File: config.mk
export PLATFORM = sky130hd
export DESIGN_NAME = elm_link_monitor_regs
export DESIGN_NICKNAME = d
export VERILOG_FILES = /design/src/pkg/elm_pkg.sv /design/src/elm_link_monitor_regs.sv /design/src/elm_loss_detect.sv
export SDC_FILE = /design/constraint.sdc
export NUM_CORES = 1
export LEC_CHECK = 0
export BUFFER_PORTS_ARGS = -buffer_cell sky130_fd_sc_hd__buf_2
export CAP_MARGIN = 10
export CORE_ASPECT_RATIO = 2
export CORE_MARGIN = 2
export CORE_UTILIZATION = 41
export CTS_BUF_LIST = sky130_fd_sc_hd__clkbuf_2 sky130_fd_sc_hd__clkbuf_4 sky130_fd_sc_hd__clkbuf_8
export DETAILED_ROUTE_END_ITERATION = 16
export MAX_ROUTING_LAYER = met4
export PLACE_DENSITY = 0.78
export SLEW_MARGIN = 20
export SYNTH_ARGS = -nofsm -noshare
export SYNTH_HDL_FRONTEND = slang
export SYNTH_HIERARCHICAL = 1
export SYNTH_SLANG_ARGS = --single-unit
File: constraint.sdc
create_clock -name SYS_CLK -period 1.2 [get_ports SYS_CLK]
set_clock_uncertainty 0.15 [all_clocks]
set_input_delay 0.12 -clock SYS_CLK [delete_from_list [all_inputs] [get_ports SYS_CLK]]
set_output_delay 0.12 -clock SYS_CLK [all_outputs]
set_load 0.01 [all_outputs]
File: src/pkg/elm_pkg.sv
// constants, register map and carrier types of the early link-loss monitor
// ==========================================================================
package elm_pkg;
  // ========================================================================
  // register offsets
  localparam logic [15:0] ELM_ADDR_RESOLVED = 16'h8008;
  localparam logic [15:0] ELM_ADDR_ERR_DIM_A = 16'h8402;
  localparam logic [15:0] ELM_ADDR_LOSS_EN = 16'h8e27;
  localparam logic [15:0] ELM_ADDR_LOSS_LAT = 16'h8e38;
  localparam logic [15:0] ELM_ADDR_CLK_STOP = 16'h9400;
  // ========================================================================
  // field positions
  localparam int ELM_BIT_RESOLVED = 0;
  localparam int ELM_BIT_PCS_ERR = 7;
  localparam int ELM_BIT_SLICER_STUCK = 5;
  localparam int ELM_BIT_SLICER_ZERO = 3;
  localparam int ELM_BIT_SLICER_INVALID = 1;
  localparam int ELM_BIT_LOSS_LATCHED = 13;
  localparam int ELM_BIT_CLK_STOP = 10;
  localparam int ELM_ERR_WIDTH = 8;
  // ========================================================================
  // reset values and writable masks
  localparam logic [15:0] ELM_RST_LOSS_EN = 16'h003d;
  localparam logic [15:0] ELM_MASK_LOSS_EN = 16'h00ff;
  localparam logic [15:0] ELM_RST_CLK_STOP = 16'h0400;
  localparam logic [15:0] ELM_MASK_CLK_STOP = 16'h0400;
  localparam logic [15:0] ELM_RST_ZERO = 16'h0000;
  // ========================================================================
  // status inputs coming from the 100BASE-TX receive path
  typedef struct packed {
    logic link_up;
    logic link_up_start;
    logic tx100_mode;
    logic resolved_capable;
    logic pcs_rx_error;
    logic slicer_stuck;
    logic slicer_zero;
    logic slicer_invalid;
  } elm_phy_status_s;
  // management access request
  typedef struct packed {
    logic wr;
    logic rd;
    logic [15:0] addr;
    logic [15:0] wdata;
  } elm_mgmt_req_s;
endpackage : elm_pkg

File: src/elm_link_monitor_regs.sv
// management registers of the early link-loss and low-power monitor
`timescale 1ns/1ps
`default_nettype none
module elm_link_monitor_regs
  import elm_pkg::*;
#(
  parameter int ERR_WIDTH = ELM_ERR_WIDTH
)
(
  input wire logic SYS_CLK,
  input wire logic RST_N,
  input wire elm_mgmt_req_s MGMT_REQ,
  output logic [15:0] MGMT_RDATA,
  output logic MGMT_ACK,
  input wire elm_phy_status_s PHY_STATUS,
  input wire logic [ERR_WIDTH-1:0] SIGNAL_ERR_DIM_A,
  output logic EARLY_LOSS_EVENT,
  output logic EARLY_LOSS_LATCHED,
  output logic RX_CLK_STOP_ALLOWED
);
  // ========================================================================
  // elaboration check: error value must fit the low byte
  if (ERR_WIDTH < 1 || ERR_WIDTH > 8)
  begin : g_bad
    $error("elm_link_monitor_regs: ERR_WIDTH must be 1..8");
  end
  // ========================================================================
  // state
  logic [15:0] early_loss_enable_reg;
  logic [15:0] clk_stop_reg;
  logic resolved_low_power_capable;
  logic [ERR_WIDTH-1:0] signal_error_dim_a;
  logic [15:0] rdata;
  logic ack;
  logic [15:0] next_enable;
  logic [15:0] next_clk_stop;
  logic next_resolved;
  logic [ERR_WIDTH-1:0] next_err;
  logic [15:0] next_rdata;
  logic next_ack;
  logic early_loss_latched_flag;
  logic [3:0] src_hit;
  logic [3:0] src_en;
  // ========================================================================
  // writable registers: only mapped writable bits take the write
  always_comb
  begin
    next_enable = early_loss_enable_reg;
    next_clk_stop = clk_stop_reg;
    if (MGMT_REQ.wr && MGMT_REQ.addr == ELM_ADDR_LOSS_EN)
    begin
      next_enable = MGMT_REQ.wdata & ELM_MASK_LOSS_EN;
    end
    if (MGMT_REQ.wr && MGMT_REQ.addr == ELM_ADDR_CLK_STOP)
    begin
      next_clk_stop = MGMT_REQ.wdata & ELM_MASK_CLK_STOP;
    end
  end
  always_ff @(posedge SYS_CLK)
  begin
    if (!RST_N)
    begin
      early_loss_enable_reg <= ELM_RST_LOSS_EN;
      clk_stop_reg <= ELM_RST_CLK_STOP;
    end
    else
    begin
      early_loss_enable_reg <= next_enable;
      clk_stop_reg <= next_clk_stop;
    end
  end
  // ========================================================================
  // status captures: values only valid once the link is up
  always_comb
  begin
    next_resolved = PHY_STATUS.link_up & PHY_STATUS.resolved_capable;
    next_err = signal_error_dim_a;
    if (PHY_STATUS.link_up && PHY_STATUS.tx100_mode)
    begin
      next_err = SIGNAL_ERR_DIM_A;
    end
  end
  always_ff @(posedge SYS_CLK)
  begin
    if (!RST_N)
    begin
      resolved_low_power_capable <= 1'b0;
      signal_error_dim_a <= '0;
    end
    else
    begin
      resolved_low_power_capable <= next_resolved;
      signal_error_dim_a <= next_err;
    end
  end
  // ========================================================================
  // early loss sources, order: pcs, stuck, zero, invalid
  assign src_hit = {PHY_STATUS.pcs_rx_error, PHY_STATUS.slicer_stuck,
                    PHY_STATUS.slicer_zero, PHY_STATUS.slicer_invalid};
  assign src_en = {early_loss_enable_reg[ELM_BIT_PCS_ERR],
                   early_loss_enable_reg[ELM_BIT_SLICER_STUCK],
                   early_loss_enable_reg[ELM_BIT_SLICER_ZERO],
                   early_loss_enable_reg[ELM_BIT_SLICER_INVALID]};
  elm_loss_detect #(
    .NUM_SRC(4)
  ) u_detect (
    .sys_clk(SYS_CLK),
    .rst_n(RST_N),
    .src_hit(src_hit),
    .src_en(src_en),
    .tx100_mode(PHY_STATUS.tx100_mode),
    .link_up_start(PHY_STATUS.link_up_start),
    .loss_pulse(EARLY_LOSS_EVENT),
    .loss_latched(early_loss_latched_flag)
  );
  // ========================================================================
  // read mux: reserved bits and unmapped addresses read as zero
  always_comb
  begin
    next_rdata = ELM_RST_ZERO;
    next_ack = MGMT_REQ.rd | MGMT_REQ.wr;
    if (MGMT_REQ.rd)
    begin
      case (MGMT_REQ.addr)
        ELM_ADDR_RESOLVED:
        begin
          next_rdata[ELM_BIT_RESOLVED] = resolved_low_power_capable;
        end
        ELM_ADDR_ERR_DIM_A:
        begin
          next_rdata[ERR_WIDTH-1:0] = signal_error_dim_a;
        end
        ELM_ADDR_LOSS_EN:
        begin
          next_rdata = early_loss_enable_reg;
        end
        ELM_ADDR_LOSS_LAT:
        begin
          next_rdata[ELM_BIT_LOSS_LATCHED] = early_loss_latched_flag;
        end
        ELM_ADDR_CLK_STOP:
        begin
          next_rdata = clk_stop_reg;
        end
        default:
        begin
          next_rdata = ELM_RST_ZERO;
        end
      endcase
    end
  end
  always_ff @(posedge SYS_CLK)
  begin
    if (!RST_N)
    begin
      rdata <= ELM_RST_ZERO;
      ack <= 1'b0;
    end
    else
    begin
      rdata <= next_rdata;
      ack <= next_ack;
    end
  end
  // ========================================================================
  // outputs
  assign MGMT_RDATA = rdata;
  assign MGMT_ACK = ack;
  assign EARLY_LOSS_LATCHED = early_loss_latched_flag;
  assign RX_CLK_STOP_ALLOWED = clk_stop_reg[ELM_BIT_CLK_STOP];
endmodule : elm_link_monitor_regs
`default_nettype wire

File: src/elm_loss_detect.sv
// early link-loss source gating and latched indication
`timescale 1ns/1ps
`default_nettype none
module elm_loss_detect
  import elm_pkg::*;
#(
  parameter int NUM_SRC = 4
)
(
  input wire logic sys_clk,
  input wire logic rst_n,
  input wire logic [NUM_SRC-1:0] src_hit,
  input wire logic [NUM_SRC-1:0] src_en,
  input wire logic tx100_mode,
  input wire logic link_up_start,
  output logic loss_pulse,
  output logic loss_latched
);
  // ========================================================================
  // elaboration check
  if (NUM_SRC < 1)
  begin : g_bad
    $error("elm_loss_detect: NUM_SRC must be at least one");
  end
  // ========================================================================
  // per-source gating
  logic [NUM_SRC-1:0] gated;
  logic next_latched;
  genvar i;
  for (i = 0; i < NUM_SRC; i++)
  begin : g_src
    assign gated[i] = src_hit[i] & src_en[i] & tx100_mode;
  end
  assign loss_pulse = |gated;
  // set wins over the link-up clear so a loss in that cycle is kept
  always_comb
  begin
    next_latched = loss_latched;
    if (link_up_start)
    begin
      next_latched = 1'b0;
    end
    if (loss_pulse)
    begin
      next_latched = 1'b1;
    end
  end
  always_ff @(posedge sys_clk)
  begin
    if (!rst_n)
    begin
      loss_latched <= 1'b0;
    end
    else
    begin
      loss_latched <= next_latched;
    end
  end
endmodule : elm_loss_detect
`default_nettype wire

==> metrics.cfg <==
[run_status]
outcome = finished with violations
violations = negative setup slack

[global_routing]
use_met3 = 0.06061
antenna_found_initial = 0
grt_usage = 0.2289
grt_max_degree = 14
top_usage_layer = met2
gr-usage-met2 = 0.4051
grt-ovfl-total = 0
grt_pass1_vias = 1434
grt_use_met1 = 0.2154
grt_pass1_wl_um = 6141

[routing]
num_vias = 1486
drc = 0
routedWlPerCell_um = 15.08
drt-total-wl_um = 4161
drt-initial-drc-count = 32
firstDrtPassIters = 4
ant_nets = 0
vias_per_cell = 5.384

[floorplanning]
die_y_um = 84.09
rows = 29
die-area_um2 = 3704
placeableCoreArea_um2 = 3120
start_util = 0.4214
io_pins = 72
fp.dieW_um = 44.05

[sta]
final.min_clock_period_ns = 1.594
setup_viol = 2
rsz0062_at_grt = yes
setup_slack_ns = -0.3942
slew_viol_final = 0
fmax_mhz = 627.3
hold_viol_final = 0
tns_ns = -0.3946
finalCritPeriodShare = 1.328

[critical_path]
ff2ff_setup_slack_ns = 0.02
r2r_cells = 3
crit_arrival_ns = 1.32
crit_type = reg2out
cp_data_required_time_ns = 0.93
worst-path-max-fanout = 2
regToRegStartpoint = early_loss_enable_reg[5]$_SDFFE_PN1P_
r2r-end = u_detect/loss_latched$_SDFFE_PN0P_
worst_setup_path_start_kind = flip-flop
end_kind = primary output

[placement]
place_area_um2 = 1733
io_buffers = 58
gp_congestion = 0.8666
place_hpwl_um = 2814

[power_and_ir_drop]
p_switching_mw = 0.5242
seq_power_share = 0.436
power_frac_comb = 0.125
internal_power_mw = 1.830
clockPowerShare = 0.440
swShare = 0.2227
total_power_mw = 2.354
powerDensity_nw_per_um2 = 1105
cellLeakagePower_nw = 0.9152
peakVddDrop_uv = 906.5

[layout]
syn_to_final_growth_pct = 61.94
fin_area_um2 = 2130
largest_register_ffs = 10
drive_gt1_frac = 0.3918
diodes = 0
fin_nets = 297

[synth]
synth-seq-cells = 30
yosysWarnings = 6
ys.flop_type = dfxtp_1
synth_top_area_share = 0.4567
post_synth.cell_area_avg_um2 = 8.767
synth_edf_count = 0
synth_cell_types = 36
synth_cells = 150
synth_area_leaders = dfxtp_1, a21oi_1, nand3_1
synth-seq-area-share = 0.4567
yosysMostFrequentCell = dfxtp_1
synthTopCellsByCount = dfxtp_1, a21oi_1, nand2_1
yosys.area.top_type = dfxtp_1
synth_area_um2 = 1315
synthArstFlopShare = 0

[worst_hold_path]
hold_path_startpoint = PHY_STATUS[1]
hold_end = u_detect/loss_latched$_SDFFE_PN0P_
hp-class = in2reg
whs_path_depth = 3

[job]
cap_violations = 0

[clock_tree]
clockBufferDepth = 2
cts_sinks = 30
cts_max_level = 2
cts_tree = done
insertion_delay_ns = 0.28
numCtsBuffers = 5
clockRootBuffer = clkbuf_8
cts.reportedPaths.clkPinSlew_ns = 0.06

## cells by family after synthesis
kind of cell | after synthesis | synth area share
simple gates | 66 | 0.2807
other cells | 1 | 0.002852
flops | 30 | 0.4567
compound gates | 37 | 0.1713
buf+inv | 16 | 0.08847
## through the flow
step / worst slack [ns] / hold slack (ns) / utilization / instances
5_1_grt: -0.4223 / 0.04173 / 0.6824 / 276
6_report: -0.3942 / 0.01216 / 0.6824 / 276
4_1_cts: -0.3978 / 0.0006772 / 0.6596 / 274
2_1_floorplan: -0.07195 / 0.09067 / - / 155
3_3_place_gp: -0.2701 / 0.2045 / 0.5553 / 246
3_5_place_dp: -0.2881 / 0.2323 / 0.5553 / 246
## power groups by stage
| stage | registers, mW | clock network, mW | logic [mW] |
|---|---|---|---|
| floorplan | 1.05 | 0 | 0.104 |
| global placement | 1.05 | 0 | 0.219 |
| detailed placement | 1.05 | 0 | 0.222 |
| CTS | 1.02 | 1.05 | 0.275 |
| global route | 1.03 | 1.09 | 0.317 |
| finish | 1.03 | 1.03 | 0.294 |
## routing by layer
metal  wire, um  part of all wire
met2       2385              0.57
met4         88             0.021
met5          0                 0
met3        230             0.055
met1       1457              0.35
## worst max path at each step
stage | from | end | slack, ns
after floorplan | MGMT_REQ[30] | early_loss_enable_reg[1]$_SDFFE_PN0P_ | -0.07
after global placement | MGMT_REQ[30] | MGMT_RDATA[6]$_SDFF_PN0_ | -0.27
after detailed placement | MGMT_REQ[30] | early_loss_enable_reg[3]$_SDFFE_PN1P_ | -0.29
after CTS | early_loss_enable_reg[5]$_SDFFE_PN1P_ | EARLY_LOSS_EVENT | -0.40
after global routing | early_loss_enable_reg[5]$_SDFFE_PN1P_ | EARLY_LOSS_EVENT | -0.42
final | early_loss_enable_reg[5]$_SDFFE_PN1P_ | EARLY_LOSS_EVENT | -0.39
## final cells by class
class                      count  area [um2]
timing repair buffer          97       680.7
clock buffer                   6       82.58
inverter                       2       7.507
clock inverter                 1       30.03
fill                         235       991.0
sequential                    30       601.8
tap                           31       38.79
multi-input combinational    109       688.2
## critical path: stages, from the launching register on
cell	delay, ns
dfxtp_2	0.32
a22o_1	0.21
a221oi_2	0.28
nor2b_1	0.09
buf_2	0.15
## layout by cell type (no fill, tap or decap), drive strengths merged, types with 2 or more instances in the layout
master	Yosys	final
nor3	9	9
a22oi	8	8
and4	2	2
nand4	3	3
a21oi	16	16
nand2	14	14
dlygate4sd3	0	21
nand3b	3	3
clkbuf	3	7
nand3	13	13
dfxtp	30	30
nor4b	4	4
buf	11	75
nor2	10	10
and4b	2	2
o21ai	9	9
conb	1	6
## timing repair
item	4_1_cts	5_1_grt
gates resized for setup	2	15
gates cloned	0	1
endpoints found under the setup margin	6	14
buffers inserted	0	1
pin swaps	0	6
hold buffers	21	0
hold endpoints to repair	21	0
Note: power is estimated with default switching activity, not from simulation.
